--- src/oscb_regs.svh ---
// Behaviour
// - four driver power bits, 1 is up
// - mixer amp power in bits one, zero
// - power bits seven, six read zero
// - one bit picks 0.9V or 0.75V
// - two-bit headphone common mode select
// - line common mode bit, regulator supply
// - headphone supply: analog or regulator input
// - regulator range bit, only with supply bit
// - overcurrent detect enable, resets to one
// - three-bit debounce code, 0 for none, else 8ms to 512ms
// - action bit: limit current or power down
// - four routing bits to left headphone
`ifndef OSCB_REGS_SVH
`define OSCB_REGS_SVH

// register indices; byte address is four times the index
`define OSCB_IDX_PAGE 8'h00
`define OSCB_IDX_PWR 8'h09
`define OSCB_IDX_CM 8'h0A
`define OSCB_IDX_OCP 8'h0B
`define OSCB_IDX_ROUTE 8'h0C
`define OSCB_IDX_STAT 8'h3F
`define OSCB_PAGE_OWN 8'h01

// writable bits of each register
`define OSCB_MASK_PWR 8'h3F
`define OSCB_MASK_CM 8'h7B
`define OSCB_MASK_OCP 8'h1F
`define OSCB_MASK_ROUTE 8'h0F
`define OSCB_MASK_STAT 8'h03

`define OSCB_RST_PAGE 8'h00
`define OSCB_RST_PWR 8'h00
`define OSCB_RST_CM 8'h00
`define OSCB_RST_OCP 8'h10
`define OSCB_RST_ROUTE 8'h00

`define OSCB_PWR_LHP 5
`define OSCB_PWR_RHP 4
`define OSCB_PWR_LLINE 3
`define OSCB_PWR_RLINE 2
`define OSCB_PWR_LMIX 1
`define OSCB_PWR_RMIX 0
`define OSCB_CM_CHIP 6
`define OSCB_CM_HP_HI 5
`define OSCB_CM_HP_LO 4
`define OSCB_CM_LINE 3
`define OSCB_CM_HPSUP 1
`define OSCB_CM_RANGE 0
`define OSCB_OCP_EN 4
`define OSCB_OCP_DB_HI 3
`define OSCB_OCP_DB_LO 1
`define OSCB_OCP_ACT 0

`define OSCB_RESP_OKAY 2'h0
`define OSCB_RESP_SLVERR 2'h2

`define OSCB_CLK_MHZ 100
`define OSCB_OCP_BASE_MS 8
`define OSCB_OCP_BASE_CYCLES (`OSCB_OCP_BASE_MS * 1000 * `OSCB_CLK_MHZ)

`endif

--- src/oscb_pkg.sv ---
package oscb_pkg;
   typedef enum logic [1:0] {
      OSCB_OC_IDLE = 2'b00,
      OSCB_OC_COUNT = 2'b01,
      OSCB_OC_HIT = 2'b10
   } oscb_oc_state_t;
endpackage

--- src/oscb_ocp_if.sv ---
interface oscb_ocp_if;
   logic raw;
   logic enable;
   logic [2:0] code;
   logic confirmed;
   modport det (input raw, input enable, input code, output confirmed);
   modport ctl (output raw, output enable, output code, input confirmed);
endinterface

--- src/oscb_ocp_debounce.sv ---
`include "oscb_regs.svh"

module oscb_ocp_debounce #(
   parameter int CNT_W = 32,
   parameter logic [31:0] BASE_CYCLES = 32'(`OSCB_OCP_BASE_CYCLES)
) (
   // clock and reset
   input wire logic aclk,
   input wire logic aresetn,
   // detector
   oscb_ocp_if.det oc
);
   oscb_pkg::oscb_oc_state_t state;
   oscb_pkg::oscb_oc_state_t next_state;
   logic [CNT_W-1:0] cnt;
   logic [CNT_W-1:0] next_cnt;
   wire logic [CNT_W-1:0] limit = CNT_W'(BASE_CYCLES) << (oc.code - 3'h1);
   wire logic armed = oc.raw && oc.enable;

   always_comb begin
      next_state = state;
      next_cnt = cnt;
      case (state)
         oscb_pkg::OSCB_OC_IDLE: begin
            if (armed && oc.code == 3'h0) begin
               next_state = oscb_pkg::OSCB_OC_HIT;
            end else if (armed) begin
               next_state = oscb_pkg::OSCB_OC_COUNT;
               next_cnt = CNT_W'(1);
            end
         end
         oscb_pkg::OSCB_OC_COUNT: begin
            if (!armed) begin
               next_state = oscb_pkg::OSCB_OC_IDLE;
            end else if (cnt >= limit - CNT_W'(1)) begin
               next_state = oscb_pkg::OSCB_OC_HIT;
            end else begin
               next_cnt = cnt + CNT_W'(1);
            end
         end
         oscb_pkg::OSCB_OC_HIT: begin
            if (!armed) begin
               next_state = oscb_pkg::OSCB_OC_IDLE;
            end
         end
         default: next_state = oscb_pkg::OSCB_OC_IDLE;
      endcase
   end

   always_ff @(posedge aclk) begin
      if (!aresetn) begin
         state <= oscb_pkg::OSCB_OC_IDLE;
         cnt <= '0;
      end else begin
         state <= next_state;
         cnt <= next_cnt;
      end
   end

   assign oc.confirmed = (state == oscb_pkg::OSCB_OC_HIT);
endmodule // oscb_ocp_debounce

--- src/oscb_output_stage_bank.sv ---
`include "oscb_regs.svh"

module oscb_output_stage_bank #(
   parameter logic [31:0] OCP_BASE_CYCLES = 32'(`OSCB_OCP_BASE_CYCLES),
   parameter int ADDR_W = 12
) (
   // clock and reset
   input wire logic aclk,
   input wire logic aresetn,
   // axi4-lite write address
   input wire logic awvalid,
   output logic awready,
   input wire logic [ADDR_W-1:0] awaddr,
   input wire logic [2:0] awprot,
   // axi4-lite write data
   input wire logic wvalid,
   output logic wready,
   input wire logic [31:0] wdata,
   input wire logic [3:0] wstrb,
   // axi4-lite write response
   output logic bvalid,
   input wire logic bready,
   output logic [1:0] bresp,
   // axi4-lite read
   input wire logic arvalid,
   output logic arready,
   input wire logic [ADDR_W-1:0] araddr,
   input wire logic [2:0] arprot,
   output logic rvalid,
   input wire logic rready,
   output logic [31:0] rdata,
   output logic [1:0] rresp,
   // raw overcurrent from the headphone drivers
   input wire logic left_headphone_overcurrent,
   input wire logic right_headphone_overcurrent,
   // power controls
   output logic left_headphone_driver_pwr,
   output logic right_headphone_driver_pwr,
   output logic left_line_driver_pwr,
   output logic right_line_driver_pwr,
   output logic left_mixer_amp_pwr,
   output logic right_mixer_amp_pwr,
   // common mode and supply
   output logic chip_cm_low,
   output logic [1:0] headphone_cm_sel,
   output logic line_cm_regulator_input_supply,
   output logic headphone_regulator_input_supply,
   output logic regulator_input_supply_high_range,
   // overcurrent action
   output logic left_headphone_current_limit,
   output logic right_headphone_current_limit,
   // left headphone routing
   output logic [3:0] left_headphone_driver_route
);
   logic [7:0] page;
   logic [7:0] pwr;
   logic [7:0] cm;
   logic [7:0] ocp;
   logic [7:0] route;
   logic [1:0] trip;
   logic aw_held;
   logic w_held;
   logic [7:0] aw_idx;
   logic [7:0] w_byte;
   logic w_lane0;

   oscb_ocp_if oc_left();
   oscb_ocp_if oc_right();

   function automatic logic oscb_mapped(input logic [7:0] idx, input logic [7:0] pg);
      oscb_mapped = (idx == `OSCB_IDX_PAGE) || ((pg == `OSCB_PAGE_OWN) &&
         (idx == `OSCB_IDX_PWR || idx == `OSCB_IDX_CM || idx == `OSCB_IDX_OCP ||
          idx == `OSCB_IDX_ROUTE || idx == `OSCB_IDX_STAT));
   endfunction

   // ---- write channel ----
   wire logic do_write = aw_held && w_held && !bvalid;
   wire logic wr_ok = oscb_mapped(aw_idx, page);
   wire logic wr_en = do_write && wr_ok && w_lane0;
   wire logic wr_page = wr_en && aw_idx == `OSCB_IDX_PAGE;
   wire logic wr_pwr = wr_en && aw_idx == `OSCB_IDX_PWR;
   wire logic wr_cm = wr_en && aw_idx == `OSCB_IDX_CM;
   wire logic wr_ocp = wr_en && aw_idx == `OSCB_IDX_OCP;
   wire logic wr_route = wr_en && aw_idx == `OSCB_IDX_ROUTE;
   wire logic wr_stat = wr_en && aw_idx == `OSCB_IDX_STAT;

   assign awready = !aw_held && !bvalid;
   assign wready = !w_held && !bvalid;

   always_ff @(posedge aclk) begin
      if (!aresetn) begin
         aw_held <= 1'b0;
         w_held <= 1'b0;
         aw_idx <= 8'h00;
         w_byte <= 8'h00;
         w_lane0 <= 1'b0;
         bvalid <= 1'b0;
         bresp <= `OSCB_RESP_OKAY;
      end else begin
         if (awvalid && awready) begin
            aw_held <= 1'b1;
            aw_idx <= awaddr[9:2];
         end else if (do_write) begin
            aw_held <= 1'b0;
         end
         if (wvalid && wready) begin
            w_held <= 1'b1;
            w_byte <= wdata[7:0];
            w_lane0 <= wstrb[0];
         end else if (do_write) begin
            w_held <= 1'b0;
         end
         if (do_write) begin
            bvalid <= 1'b1;
            bresp <= wr_ok ? `OSCB_RESP_OKAY : `OSCB_RESP_SLVERR;
         end else if (bready) begin
            bvalid <= 1'b0;
         end
      end
   end

   // ---- registers; reserved bits never store, so they read zero ----
   wire logic [1:0] trip_set = {oc_left.confirmed, oc_right.confirmed} & {2{ocp[`OSCB_OCP_ACT]}};
   wire logic [1:0] trip_clr = wr_stat ? w_byte[1:0] : 2'b00;
   // a trip arriving with its clear still latches
   wire logic [1:0] next_trip = trip_set | (trip & ~trip_clr);

   always_ff @(posedge aclk) begin
      if (!aresetn) begin
         page <= `OSCB_RST_PAGE;
         pwr <= `OSCB_RST_PWR;
         cm <= `OSCB_RST_CM;
         ocp <= `OSCB_RST_OCP;
         route <= `OSCB_RST_ROUTE;
         trip <= 2'b00;
      end else begin
         if (wr_page) begin
            page <= w_byte;
         end
         if (wr_pwr) begin
            pwr <= w_byte & `OSCB_MASK_PWR;
         end
         if (wr_cm) begin
            cm <= w_byte & `OSCB_MASK_CM;
         end
         if (wr_ocp) begin
            ocp <= w_byte & `OSCB_MASK_OCP;
         end
         if (wr_route) begin
            route <= w_byte & `OSCB_MASK_ROUTE;
         end
         trip <= next_trip;
      end
   end

   // ---- read channel ----
   wire logic [7:0] ar_idx = araddr[9:2];
   wire logic rd_ok = oscb_mapped(ar_idx, page);
   wire logic [7:0] stat_val = {4'h0, oc_left.confirmed, oc_right.confirmed, trip};
   wire logic [7:0] rd_val =
      (ar_idx == `OSCB_IDX_PAGE) ? page :
      !rd_ok ? 8'h00 :
      (ar_idx == `OSCB_IDX_PWR) ? pwr :
      (ar_idx == `OSCB_IDX_CM) ? cm :
      (ar_idx == `OSCB_IDX_OCP) ? ocp :
      (ar_idx == `OSCB_IDX_ROUTE) ? route : stat_val;

   assign arready = !rvalid;

   always_ff @(posedge aclk) begin
      if (!aresetn) begin
         rvalid <= 1'b0;
         rdata <= 32'h0000_0000;
         rresp <= `OSCB_RESP_OKAY;
      end else if (arvalid && arready) begin
         rvalid <= 1'b1;
         rdata <= {24'h00_0000, rd_val};
         rresp <= rd_ok ? `OSCB_RESP_OKAY : `OSCB_RESP_SLVERR;
      end else if (rready) begin
         rvalid <= 1'b0;
      end
   end

   // ---- overcurrent detection, one debouncer per headphone driver ----
   assign oc_left.raw = left_headphone_overcurrent;
   assign oc_left.enable = ocp[`OSCB_OCP_EN];
   assign oc_left.code = ocp[`OSCB_OCP_DB_HI:`OSCB_OCP_DB_LO];
   assign oc_right.raw = right_headphone_overcurrent;
   assign oc_right.enable = ocp[`OSCB_OCP_EN];
   assign oc_right.code = ocp[`OSCB_OCP_DB_HI:`OSCB_OCP_DB_LO];

   oscb_ocp_debounce #(.BASE_CYCLES(OCP_BASE_CYCLES)) u_deb_left (
      .aclk(aclk),
      .aresetn(aresetn),
      .oc(oc_left.det)
   );
   oscb_ocp_debounce #(.BASE_CYCLES(OCP_BASE_CYCLES)) u_deb_right (
      .aclk(aclk),
      .aresetn(aresetn),
      .oc(oc_right.det)
   );

   // ---- outputs; a tripped driver stays down until software clears it ----
   wire logic next_lhp = pwr[`OSCB_PWR_LHP] && !trip[1];
   wire logic next_rhp = pwr[`OSCB_PWR_RHP] && !trip[0];
   wire logic [1:0] next_limit =
      {oc_left.confirmed, oc_right.confirmed} & {2{!ocp[`OSCB_OCP_ACT]}};
   // range only matters while the headphones run from the regulator input
   wire logic next_range = cm[`OSCB_CM_RANGE] && cm[`OSCB_CM_HPSUP];

   always_ff @(posedge aclk) begin
      if (!aresetn) begin
         left_headphone_driver_pwr <= 1'b0;
         right_headphone_driver_pwr <= 1'b0;
         left_line_driver_pwr <= 1'b0;
         right_line_driver_pwr <= 1'b0;
         left_mixer_amp_pwr <= 1'b0;
         right_mixer_amp_pwr <= 1'b0;
         chip_cm_low <= 1'b0;
         headphone_cm_sel <= 2'b00;
         line_cm_regulator_input_supply <= 1'b0;
         headphone_regulator_input_supply <= 1'b0;
         regulator_input_supply_high_range <= 1'b0;
         left_headphone_current_limit <= 1'b0;
         right_headphone_current_limit <= 1'b0;
         left_headphone_driver_route <= 4'h0;
      end else begin
         left_headphone_driver_pwr <= next_lhp;
         right_headphone_driver_pwr <= next_rhp;
         left_line_driver_pwr <= pwr[`OSCB_PWR_LLINE];
         right_line_driver_pwr <= pwr[`OSCB_PWR_RLINE];
         left_mixer_amp_pwr <= pwr[`OSCB_PWR_LMIX];
         right_mixer_amp_pwr <= pwr[`OSCB_PWR_RMIX];
         chip_cm_low <= cm[`OSCB_CM_CHIP];
         headphone_cm_sel <= cm[`OSCB_CM_HP_HI:`OSCB_CM_HP_LO];
         line_cm_regulator_input_supply <= cm[`OSCB_CM_LINE];
         headphone_regulator_input_supply <= cm[`OSCB_CM_HPSUP];
         regulator_input_supply_high_range <= next_range;
         left_headphone_current_limit <= next_limit[1];
         right_headphone_current_limit <= next_limit[0];
         left_headphone_driver_route <= route[3:0];
      end
   end
endmodule // oscb_output_stage_bank

--- config.mk ---
export PLATFORM = sky130hd
export DESIGN_NAME = oscb_output_stage_bank
export DESIGN_NICKNAME = d
export VERILOG_FILES = /design/src/oscb_pkg.sv /design/src/oscb_ocp_if.sv /design/src/oscb_ocp_debounce.sv /design/src/oscb_output_stage_bank.sv
export VERILOG_INCLUDE_DIRS = /design/src
export SDC_FILE = /design/constraint.sdc
export NUM_CORES = 1
export LEC_CHECK = 0
export BUFFER_PORTS_ARGS = -buffer_cell sky130_fd_sc_hd__buf_4
export CAP_MARGIN = 25
export CORE_AREA = 3 3 138 113
export DETAILED_ROUTE_END_ITERATION = 16
export DIE_AREA = 0 0 141 116
export PLACE_DENSITY = 0.79
export RECOVER_POWER = 100
export SLEW_MARGIN = 20
export SYNTH_ARGS = -nofsm -noshare
export SYNTH_HDL_FRONTEND = slang
export SYNTH_SLANG_ARGS = --single-unit
--- constraint.sdc ---
create_clock -name aclk -period 5.1 [get_ports aclk]
set_input_delay 0 -clock aclk [delete_from_list [all_inputs] [get_ports aclk]]
set_output_delay 0 -clock aclk [all_outputs]
set_load 0.1 [all_outputs]
== After elaboration in Yosys (flattened, before gate mapping) ==
Cells that the tools add are included.

* Flip-flop bits (word level): 150
* Latch bits: 0
* Bits in writable memories: 0
* ROM bits: 0
* Bits of input ports: 75
* Output and inout port bits: 59
* Logic and storage cells: 169
* Memories: 0

* Add/subtract/negate cells: 4
* Multiply operators: 0
* Div/mod/pow operators: 0
* Magnitude comparators: 2
* Equal/unequal tests: 29
* Shift-type cells: 1
* Mux-type cells: 38
* Bitwise gates (word level): 5
* Reductions and logical operators: 56

{| class="wikitable"
|+ Operators by type and width
! cell !! count
|-
| 32-bit two-way mux || 8
|-
| 32-bit case mux with 2 select lines || 2
|-
| 32-bit by 1-bit adder with 32-bit output, second input constant || 2
|-
| 8-bit by 4-bit == test with 1-bit output, second input constant || 8
|-
| 32-bit greater-or-equal comparator || 2
|-
| 20-bit by 3-bit left shift with 32-bit output, first input constant || 1
|-
| 32-bit by 1-bit subtractor with 32-bit output, second input constant || 1
|-
| 2-bit two-way mux || 13
|-
| 1-bit logical AND || 24
|-
| 7-bit two-way mux || 3
|-
| 8-bit by 6-bit == test with 1-bit output, second input constant || 2
|-
| 8-bit logical NOT || 2
|-
| 2-bit != test, second input constant || 6
|-
| 2-bit case mux with 3 select lines || 2
|-
| 2-bit nonzero test || 6
|-
| 1-bit logical OR || 10
|-
| 5-bit AND reduction || 2
|-
| 8-bit by 1-bit == test with 1-bit output, second input constant || 1
|-
| 8-bit two-way mux || 1
|-
| 2-bit by 1-bit != test with 1-bit output, second input constant || 4
|-
| 1-bit logical NOT || 7
|-
| 1-bit two-way mux || 7
|-
| 2-bit bitwise AND || 3
|-
| 3-bit by 1-bit != test with 1-bit output, second input constant || 2
|-
| other kinds (11) || 16
|}

== Longest topological paths before layout ==
Gate-level depths: netlist of the first run.

* Depth after elaboration: 14
* Mapped depth: 20
* Mapped depth without buffers: 16

== Modules after synthesis ==
A second synthesis of the first run with hierarchy kept.

* Cell total of the unflattened synthesis: 1027
* Area total of the unflattened synthesis: 8518.2 µm²

{| class="wikitable"
|+ By module, submodules not included
! module !! times used !! cells an instance !! area an instance (µm²) !! seq. area each (µm²)
|-
| oscb_output_stage_bank || 1 || 400 || 3512.1 || 1601.5
|-
| oscb_ocp_debounce (u_deb_right) || 1 || 323 || 2526.2 || 680.7
|-
| oscb_ocp_debounce (u_deb_left) || 1 || 304 || 2479.9 || 680.7
|}

== Least setup slack after synthesis of the first run ==
No wires, ideal clock.

* Kind: register to register
* Start point: register ocp[1]
* End point: register u_deb_left.cnt[10]
* Setup time: 116 ps
* Arrival: 4269 ps
* Required time: 4984 ps
* Path slack: 715 ps
* Stages on the path, launching flop included: 19
* Path buffers: 3
* Period minus slack after synthesis: 4385 ps
* Cell sequence: dfxtp_1 > clkbuf_1 > inv_1 > ha_1 > ha_1 > buf_1 > nand2_1 > ha_1 > nor4b_1 > xor2_1 > ha_1 > and2_1 > a211oi_1 > o211a_1 > o311ai_4 > a211oi_2 > buf_2 > a21oi_1 > a31o_1

* Cells in the longest elaborated chain, start to end: 6
* Elaborated cells on any way between the ends: 9
* Classes of those cells: add/sub: 2; order compare: 1; eq/ne: 2; shift: 1; reduce/logical: 3

{| class="wikitable"
|+ Ends and longest elaborated chain
! what !! line !! source
|-
| from (decl) || oscb_output_stage_bank.sv:58 || <nowiki>logic [7:0] ocp;</nowiki>
|-
| from (signal assigned) || oscb_output_stage_bank.sv:133 || <nowiki>ocp <= `OSCB_RST_OCP;</nowiki>
|-
| from (signal assigned) || oscb_output_stage_bank.sv:147 || <nowiki>ocp <= w_byte & `OSCB_MASK_OCP;</nowiki>
|-
| 3-bit by 1-bit subtractor with 3-bit output || oscb_ocp_debounce.sv:17 || <nowiki>wire logic [CNT_W-1:0] limit = CNT_W'(BASE_CYCLES) << (oc.code - 3'h1);</nowiki>
|-
| 20-bit by 3-bit left shift with 32-bit output || oscb_ocp_debounce.sv:17 ||
|-
| 32-bit by 1-bit subtractor with 32-bit output || oscb_ocp_debounce.sv:35 || <nowiki>end else if (cnt >= limit - CNT_W'(1)) begin</nowiki>
|-
| 32-bit greater-or-equal comparator || oscb_ocp_debounce.sv:35 ||
|-
| 2-bit != test (no source line) || - ||
|-
| 5-bit AND reduction (no source line) * || - ||
|-
| to (signal assigned) || oscb_ocp_debounce.sv:56 || <nowiki>cnt <= next_cnt;</nowiki>
|-
| to (decl) || oscb_ocp_debounce.sv:15 || <nowiki>logic [CNT_W-1:0] cnt;</nowiki>
|}

Mark *: on every way between the ends. The rest lies on a longest branch, timed or not.
A chain may end at the register's enable or synchronous reset.

== Worst setup path in the final report of the first run ==
* Start point: register ocp[2]
* End point: register u_deb_left.cnt[5]

The elaborated chain is that of the path after synthesis.

==> impl_results.rst, run 1 <==
.. list-table::
   :header-rows: 1

   * - Metric
     - Value
   * - Slew Limit Headroom
     - 16.8%
   * - ANT nets after route
     - 0
   * - Most utilized layer in the global route result
     - met2
   * - Startpoint kind of the worst setup timing path
     - register
   * - Drt initial violations
     - 574
   * - Met2 routing resource usage after global routing
     - 38.0%
   * - Most common cell type on the critical path
     - sky130_fd_sc_hd__ha_1
   * - Max Cap Violations
     - 0
   * - Number of nets in the finished design
     - roughly 1.1k
   * - Routability Congestion
     - 0.915
   * - Post-DR wirelength/cell
     - ~16 µm
   * - Combined area of the multi-input logic cells
     - 4720 µm²
   * - CP max-delay cell
     - sky130_fd_sc_hd__dfxtp_1
   * - Crit-path max FO
     - 14
   * - Post-synthesis average cell area
     - 8.57 µm²
   * - Number of enable-type register cells in the synthesized netlist
     - 0
   * - WP data required
     - 5.45 ns
   * - Kind of cell adding the most delay to the critical path
     - simple AND/OR/NAND/NOR gates
   * - Depth of the most critical reg-to-reg path
     - 15
   * - Standard-cell row count
     - 39
   * - Cell area after synthesis
     - 8080 µm²
   * - Most common library cell in the layout ignoring fill and taps
     - sky130_fd_sc_hd__dfxtp_1
   * - Global Route met1 Usage
     - between 30% and 40%
   * - Endpoint class of the critical path
     - register
   * - Class of the tightest hold or removal check
     - in -> reg
   * - Clock input transition at the sequential cells of the worst setup and hold paths
     - 0.06 ns
   * - Overflow after GRT
     - 0
   * - Transition time of the tightest slew-check pin
     - 1.25 ns
   * - Clock sink count
     - between 100 and 150
   * - Total buffers and inverters traversed by the critical path
     - 1
   * - Main flop type after synthesis
     - sky130_fd_sc_hd__dfxtp_1
   * - Clock period minus final worst setup slack
     - 4.79 ns
   * - Initial standard-cell utilization of the core
     - between 50% and 60%
   * - Post-synthesis sequential area ratio
     - 36.7%
   * - CTS Root Buffer Type
     - sky130_fd_sc_hd__clkbuf_16
   * - Total number of H-tree levels
     - 4
   * - Detail Placement HPWL
     - 13900 µm
   * - # fillers
     - 1220
   * - Synth warnings
     - 0
   * - Floorplan die height
     - 116 µm
   * - Number of distinct library cells after synthesis
     - ~70
   * - N_diodes
     - 0
   * - Count of vias placed by the detailed router
     - between 7k and 8k
   * - Clock tree from TritonCTS
     - done
   * - I/O pin total
     - 134
   * - Final cycle utilization of the critical path
     - 94.0%
   * - Total power consumption of the routed design
     - ~2800 µW
   * - Cell breakdown of the critical path
     - inv_1 -> ha_1 -> ha_1 -> nand2_1 -> ha_1 -> nor4b_1 -> xor2_1 -> ha_1 -> and2_0 -> a211oi_1 -> o211a_1 -> o311ai_2 -> and2_0 -> or3_1 -> a21oi_1
   * - Number of remaining DRC errors
     - 0
   * - Post-Route Skew
     - 0.00963 ns
   * - Number of register bits inferred by synthesis
     - approximately 150
   * - Cell count of the worst hold path
     - 2
   * - Clock buffer count from CTS
     - 17
   * - Final WL
     - 19900 µm
   * - Vias per Instance
     - 5.88
   * - Peak supply drop
     - 0.000234 V
   * - Capture instance of the worst register-to-register path
     - u_deb_left.cnt[5]
   * - Worst skew pair latency
     - 0.43 ns
   * - Worst r2r src
     - ocp[2]
   * - Met3 routing resource usage after global routing
     - under 10%
   * - Pin count of the biggest net entering global routing
     - 92
   * - First-pass GRT wire length
     - 32800 µm
   * - Area occupied by registers
     - ~3000 µm²
   * - Worst endpoint data arrival time
     - 5.14 ns
   * - Total iterations of the first detailed-routing run
     - 5
   * - Maximum single-stage delay on the critical path
     - 0.46 ns
   * - Highest attainable clock frequency
     - ~210 MHz
   * - Setup_tns
     - 0 ns
   * - Count of endpoints failing hold in the final timing report
     - 0
   * - Hold wc startpoint
     - aresetn
   * - Top-area cell type share of the netlist area
     - 36.7%
   * - Number of global-route vias before repair
     - roughly 6.6k
   * - Synth async-reset ratio
     - 0%
   * - Die extent in x
     - between 100 and 150 µm
   * - Maximum buffer depth of the clock tree
     - 2
   * - Total die area
     - 16400 µm²
   * - Leak pwr
     - around 0.0038 µW
   * - Leading cell types in the layout, fill and taps excluded
     - sky130_fd_sc_hd__dfxtp_1 (148), sky130_fd_sc_hd__nand2_1 (91), sky130_fd_sc_hd__a21oi_1 (64)
   * - Cell type with the largest total area after synthesis
     - sky130_fd_sc_hd__dfxtp_1
   * - Power density of the placed cells
     - 299 nW/µm²
   * - Post-synthesis to final-layout area growth
     - 14.6%
   * - Cell count after synthesis
     - 943
   * - Result of the run
     - complete, no violations
   * - Number of max-slew violations in the final report
     - 0
   * - Most area-consuming cells after synthesis
     - sky130_fd_sc_hd__dfxtp_1 (37%), sky130_fd_sc_hd__ha_1 (7.6%), sky130_fd_sc_hd__mux2i_1 (4.8%), sky130_fd_sc_hd__nand2_1 (4.2%), sky130_fd_sc_hd__a21oi_1 (4.0%)
   * - Worst Hold Path EP
     - ocp[4]
   * - Aggregate global-route resource usage
     - 24.7%
   * - Post-CTS Setup Repair Bufs
     - 0
   * - Unrepaired setup endpoints after global routing
     - false
   * - Non-filler instance count after layout
     - ~1.2k
   * - Initial antenna violation count
     - 0
   * - Crit path kind
     - reg -> reg
   * - Fraction of final layout cells sized beyond drive strength 1
     - under 10%
   * - Buffers on Ports
     - 66
   * - Setup slack of the worst register-to-register path
     - 0.31 ns
   * - DP Cell Count
     - 1153
   * - # setup viols final
     - 0
   * - Core area
     - ~14000 µm²
==> kinds of logic after synthesis <==
family,after synthesis,share of synthesized area [%]
DFF,148,36.7
buffers and inverters,102,6.10
xor gates and xnor gates,14,1.52
muxes,41,5.11
AOI/OAI and AO/OA,211,17.5
adders and majority gates,50,7.71
and+or+nand+nor,375,25.3
other,2,0.0929
==> cells in the mapped netlist (9+ instances only) <==
master and number:
sky130_fd_sc_hd__o31ai_1 15, sky130_fd_sc_hd__mux2i_1 39, sky130_fd_sc_hd__clkbuf_1 41, sky130_fd_sc_hd__buf_4 26, sky130_fd_sc_hd__inv_1 29, sky130_fd_sc_hd__nor3_1 10, sky130_fd_sc_hd__a21boi_0 24, sky130_fd_sc_hd__nor2_1 45
sky130_fd_sc_hd__and3_1 12, sky130_fd_sc_hd__nand4_1 25, sky130_fd_sc_hd__nor2b_1 37, sky130_fd_sc_hd__a21o_1 9, sky130_fd_sc_hd__xnor2_1 10, sky130_fd_sc_hd__and4_1 11, sky130_fd_sc_hd__nand2b_1 9, sky130_fd_sc_hd__and2_1 37
sky130_fd_sc_hd__ha_1 49, sky130_fd_sc_hd__a21oi_1 64, sky130_fd_sc_hd__nand2_1 91, sky130_fd_sc_hd__or3_1 15, sky130_fd_sc_hd__dfxtp_1 148, sky130_fd_sc_hd__or4_1 20, sky130_fd_sc_hd__nand3_1 38, sky130_fd_sc_hd__o21ai_0 28
==> power by group <==
part | leakage [µW] | switching [µW] | internal (µW) | total [µW]
clock | 0.000284 | 552 | 738 | 1290
sequential | 0.00120 | 21.1 | 1170 | 1200
combinational | 0.00231 | 225 | 62.0 | 287
total | 0.00379 | 798 | 1970 | 2770
==> worst reg2reg max path, cell delays in order (launching register included) <==
cell and delay (ns):
sky130_fd_sc_hd__dfxtp_1 0.46, sky130_fd_sc_hd__inv_1 0.15, sky130_fd_sc_hd__ha_1 0.25, sky130_fd_sc_hd__ha_1 0.46, sky130_fd_sc_hd__nand2_1 0.17, sky130_fd_sc_hd__ha_1 0.23, sky130_fd_sc_hd__nor4b_1 0.45, sky130_fd_sc_hd__xor2_1 0.31
sky130_fd_sc_hd__ha_1 0.28, sky130_fd_sc_hd__and2_0 0.20, sky130_fd_sc_hd__a211oi_1 0.29, sky130_fd_sc_hd__o211a_1 0.23, sky130_fd_sc_hd__o311ai_2 0.27, sky130_fd_sc_hd__and2_0 0.40, sky130_fd_sc_hd__or3_1 0.42, sky130_fd_sc_hd__a21oi_1 0.16
==> sequential cells by signal, summed over array words and instances, names as in the netlist, 6 cells and up <==
| register | flops |
|---|---|
| u_deb_left.cnt | 32 |
| u_deb_right.cnt | 32 |
| aw_idx | 8 |
| page | 8 |
| rdata | 8 |
| w_byte | 8 |
| cm | 6 |
| pwr | 6 |
==> worst max path at each step <==
stage                                endpoint  slack [ns]   start  depth (start not counted)
after CTS                 u_deb_right.cnt[13]        0.51  ocp[2]                         17
after floorplan            u_deb_left.cnt[10]        0.72  ocp[1]                         18
after detailed placement  u_deb_right.cnt[21]        0.54  ocp[2]                         17
after global routing        u_deb_left.cnt[4]        0.04  ocp[2]                         15
after global placement    u_deb_right.cnt[21]        0.61  ocp[2]                         17
final                       u_deb_left.cnt[5]        0.31  ocp[2]                         15
==> cell type report <==
cell class | instances | area share (%)
multi-input cells | 719 | 50.9
flip-flops and latches | 148 | 32.0
repair buffers | 96 | 6.98
clock buffers | 18 | 4.63
well taps | 184 | 2.49
clock inverters | 14 | 1.82
inverters | 29 | 1.18
==> routing by layer <==
metal / wire length, µm / vias to the layer above / share of wire [%]
li1: - / 3498 / -
met1: 9720 / 3353 / 49
met2: 8560 / 234 / 43
met3: 1420 / 24 / 7.1
met4: 222 / 0 / 1.1
met5: 0 / - / 0
==> stage by stage <==
stage	hold WS [ns]	setup WS (ns)	util [%]	area, µm²
3_5_place_dp	0.247	0.544	60.0	8580
2_1_floorplan	0.138	0.715	-	8180
6_report	0.0855	0.307	64.8	9260
4_1_cts	0.0627	0.509	65.7	9390
3_3_place_gp	0.241	0.611	60.0	8580
5_1_grt	0.142	0.0381	64.8	9260
==> what timing repair did <==
item / CTS / global route
endpoints found under the hold margin: 22 / 0
gates resized for setup: 0 / 0
hold buffers: 22 / 0
No activity file was read; power rests on OpenSTA's default activity.
==> run 2, diff against run 1 <==
--- a/config.mk
+++ b/config.mk
@@ -8,9 +8,9 @@
 export LEC_CHECK = 0
 export BUFFER_PORTS_ARGS = -buffer_cell sky130_fd_sc_hd__buf_4
 export CAP_MARGIN = 25
-export CORE_AREA = 3 3 138 113
+export CORE_AREA = 2 2 137 112
 export DETAILED_ROUTE_END_ITERATION = 16
-export DIE_AREA = 0 0 141 116
+export DIE_AREA = 0 0 139 114
 export PLACE_DENSITY = 0.79
 export RECOVER_POWER = 100
 export SLEW_MARGIN = 20
==> run 2 against run 1 <==
Cell area shrank 0.11%; clock skew shrank 0.0019 ns; global-route usage up 0.84 points; non-clock buffer count fell by 1; die area shrank 3.1%; total power fell by 2.1%; clock power decreased by 5%; largest power group unchanged.
==> impl_results.rst, run 2 (synthesis gave the netlist of run 1 again) <==
.. list-table::
   :header-rows: 1

   * - Metric
     - Value
   * - Result of the run
     - complete, no violations
   * - Kind of cell adding the most delay to the critical path
     - compound AO/OA/AOI/OAI gates
   * - Maximum buffer depth of the clock tree
     - 2 (unchanged)
   * - Initial antenna violation count
     - 0 (unchanged)
   * - Post-synthesis to final-layout area growth
     - 14.5%
   * - Count of endpoints failing hold in the final timing report
     - 0 (unchanged)
   * - Highest attainable clock frequency
     - 213 MHz (+2.2%)
   * - CP max-delay cell
     - sky130_fd_sc_hd__or4_1
   * - I/O pin total
     - 134 (unchanged)
   * - Setup_tns
     - 0 ns (unchanged)
   * - Pin count of the biggest net entering global routing
     - 92 (unchanged)
   * - Peak supply drop
     - 0.000223 V (-4.9%)
   * - Total number of H-tree levels
     - 4 (unchanged)
   * - Post-DR wirelength/cell
     - 16.4 µm (-0.65%)
   * - Endpoint class of the critical path
     - register
   * - Worst slack at placement
     - 0.535 ns (-0.00956 ns)
   * - Routability Congestion
     - 0.955 (+4.4%)
   * - # fillers
     - 1239 (+1.6%)
   * - Clock tree from TritonCTS
     - done
   * - Class of the tightest hold or removal check
     - in -> reg
   * - Final cycle utilization of the critical path
     - 92.0% (-2.0 points)
   * - # setup viols final
     - 0 (unchanged)
   * - Total die area
     - 15800 µm² (-3.1%)
   * - Most common library cell in the layout ignoring fill and taps
     - sky130_fd_sc_hd__dfxtp_1
   * - Transition time of the tightest slew-check pin
     - 1.26 ns (+0.00786 ns)
   * - Clock sink count
     - 148 (unchanged)
   * - Clock input transition at the sequential cells of the worst setup and hold paths
     - 0.06 ns (about the same)
   * - Worst-case hold slack
     - 0.0745 ns (-0.0110 ns)
   * - Leak pwr
     - 0.00379 µW (-0.12%)
   * - Crit path kind
     - reg -> reg
   * - Maximum single-stage delay on the critical path
     - 0.52 ns (+0.06 ns)
   * - Buffers on Ports
     - 66 (unchanged)
   * - First-pass GRT wire length
     - 33000 µm (+0.52%)
   * - Slew Limit Headroom
     - 16.3% (-0.52 points)
   * - Total buffers and inverters traversed by the critical path
     - 2 (+1)
   * - Combined area of the multi-input logic cells
     - 4720 µm² (unchanged)
   * - Count of vias placed by the detailed router
     - 7145 (+0.51%)
   * - Number of gates given a new drive strength after cts
     - 0 (unchanged)
   * - Most common cell type on the critical path
     - sky130_fd_sc_hd__ha_1
   * - ANT nets after route
     - 0 (unchanged)
   * - Number of nets in the finished design
     - 1134 (-0.088%)
   * - Number of remaining DRC errors
     - 0 (unchanged)
   * - Aggregate global-route resource usage
     - 25.5% (+0.84 points)
   * - Detail Placement HPWL
     - 13700 µm (-1.6%)
   * - Initial standard-cell utilization of the core
     - 55.3% (-1.2 points)
   * - Fraction of final layout cells sized beyond drive strength 1
     - 8.22% (-0.082 points)
   * - Worst skew pair latency
     - 0.42 ns (about the same)
   * - Final WL
     - 19800 µm (-0.41%)
   * - Drt initial violations
     - 581 (+1.2%)
   * - Power density of the placed cells
     - 293 nW/µm² (-2.0%)
   * - Slack of the critical path
     - 0.409 ns (+0.102 ns)
   * - Max Cap Violations
     - 0 (unchanged)
   * - CTS Root Buffer Type
     - sky130_fd_sc_hd__clkbuf_16
   * - Clock period minus final worst setup slack
     - 4.69 ns (-0.102 ns)
   * - Cell breakdown of the critical path
     - inv_1 -> ha_1 -> ha_1 -> nand2_1 -> ha_1 -> nor4b_1 -> a311oi_1 -> a21oi_1 -> ha_1 -> nor4b_1 -> a41oi_1 -> o22ai_1 -> o211a_1 -> buf_12 -> or4_1 -> a21oi_1
   * - Die extent in x
     - 139 µm (-1.4%)
   * - Leading cell types in the layout, fill and taps excluded
     - sky130_fd_sc_hd__dfxtp_1 (148), sky130_fd_sc_hd__nand2_1 (91), sky130_fd_sc_hd__a21oi_1 (64)
   * - Number of max-slew violations in the final report
     - 0 (unchanged)
   * - Post-Route Skew
     - 0.00772 ns (-0.00191 ns)
   * - Number of global-route vias before repair
     - 6505 (-0.85%)
   * - Unrepaired setup endpoints after global routing
     - false
   * - Total iterations of the first detailed-routing run
     - 5 (unchanged)
   * - Vias per Instance
     - 5.90 (+0.26%)
   * - Overflow after GRT
     - 0 (unchanged)
   * - Core area
     - 14600 µm² (+2.2%)
   * - Largest registers in the final layout
     - u_deb_left.cnt: 32 flops, u_deb_right.cnt: 32 flops
   * - Floorplan die height
     - 114 µm (-1.7%)
   * - Worst endpoint data arrival time
     - 5.05 ns (-0.09 ns)
   * - N_diodes
     - 0 (unchanged)
   * - Standard-cell row count
     - 40 (+2.6%)
   * - Startpoint kind of the worst setup timing path
     - register
   * - WP data required
     - 5.46 ns (about the same)
   * - Area occupied by registers
     - 2960 µm² (unchanged)
   * - Clock buffer count from CTS
     - 17 (unchanged)
   * - Crit-path max FO
     - 49 (+35)
## run 2: cell types whose count changed in the layout (fill, tap and decap cells not counted), moves of 2 or more
cell                       delta
sky130_fd_sc_hd__clkbuf_8     +2
sky130_fd_sc_hd__clkbuf_2     -2
sky130_fd_sc_hd__clkinv_4     +2
sky130_fd_sc_hd__inv_8        -2
## run 2: worst reg2reg max path: stages (launching register included)
cell and delay, ns:
sky130_fd_sc_hd__dfxtp_1 0.48, sky130_fd_sc_hd__inv_1 0.18, sky130_fd_sc_hd__ha_1 0.28, sky130_fd_sc_hd__ha_1 0.37, sky130_fd_sc_hd__nand2_1 0.13, sky130_fd_sc_hd__ha_1 0.24, sky130_fd_sc_hd__nor4b_1 0.47, sky130_fd_sc_hd__a311oi_1 0.17
sky130_fd_sc_hd__a21oi_1 0.28, sky130_fd_sc_hd__ha_1 0.28, sky130_fd_sc_hd__nor4b_1 0.15, sky130_fd_sc_hd__a41oi_1 0.21, sky130_fd_sc_hd__o22ai_1 0.12, sky130_fd_sc_hd__o211a_1 0.35, sky130_fd_sc_hd__buf_12 0.23, sky130_fd_sc_hd__or4_1 0.53
sky130_fd_sc_hd__a21oi_1 0.15
## run 2: timing repair
item,CTS,global route
setup buffers,0,0
hold buffers,22,0
hold endpoints to repair,22,0
## run 2: layer usage
layer / vias up / share of wire, % / GRT usage, %
met2: 262 / 43 / 38.7
li1: 3503 / - / -
met3: 24 / 7.1 / 4.74
met4: 0 / 0.86 / 5.66
met5: - / 0 / 0
met1: 3356 / 49 / 37.8
## run 2: report_power, final
group | switching, µW | leakage (µW) | internal, µW
sequential | 21.5 | 0.00120 | 1170
clock | 527 | 0.000278 | 704
combinational | 225 | 0.00231 | 61.4
## run 2: path summary, 6_finish.rpt
path                     startpoint                 end  slack, ns  cells past startpoint
hold reg to reg   u_deb_left.cnt[1]   u_deb_left.cnt[1]       0.47                      2
hold / removal               wvalid           w_byte[4]       0.07                      4
setup reg to reg             ocp[2]  u_deb_right.cnt[6]       0.41                     16
setup / recovery             ocp[2]  u_deb_right.cnt[6]       0.41                     16
## run 2: layout make-up
class | instances | area share, %
inverters | 29 | 1.18
clock inverters | 12 | 1.33
clock buffers | 19 | 4.90
multi-input cells | 719 | 51.0
repair buffers | 95 | 7.06
flip-flops and latches | 148 | 32.0
well taps | 189 | 2.56
## run 2: per-stage QoR
stage | utilization (%) | total power [µW] | cells | cell area [µm²]
final | 63.3 | 2710 | 1211 | 9250
after global routing | 63.3 | 2800 | 1211 | 9250
after CTS | 64.3 | 2720 | 1211 | 9390
after detailed placement | 58.8 | 1500 | 1158 | 8590
after global placement | 58.8 | 1500 | 1158 | 8590
after floorplan | - | 1450 | 969 | 8180
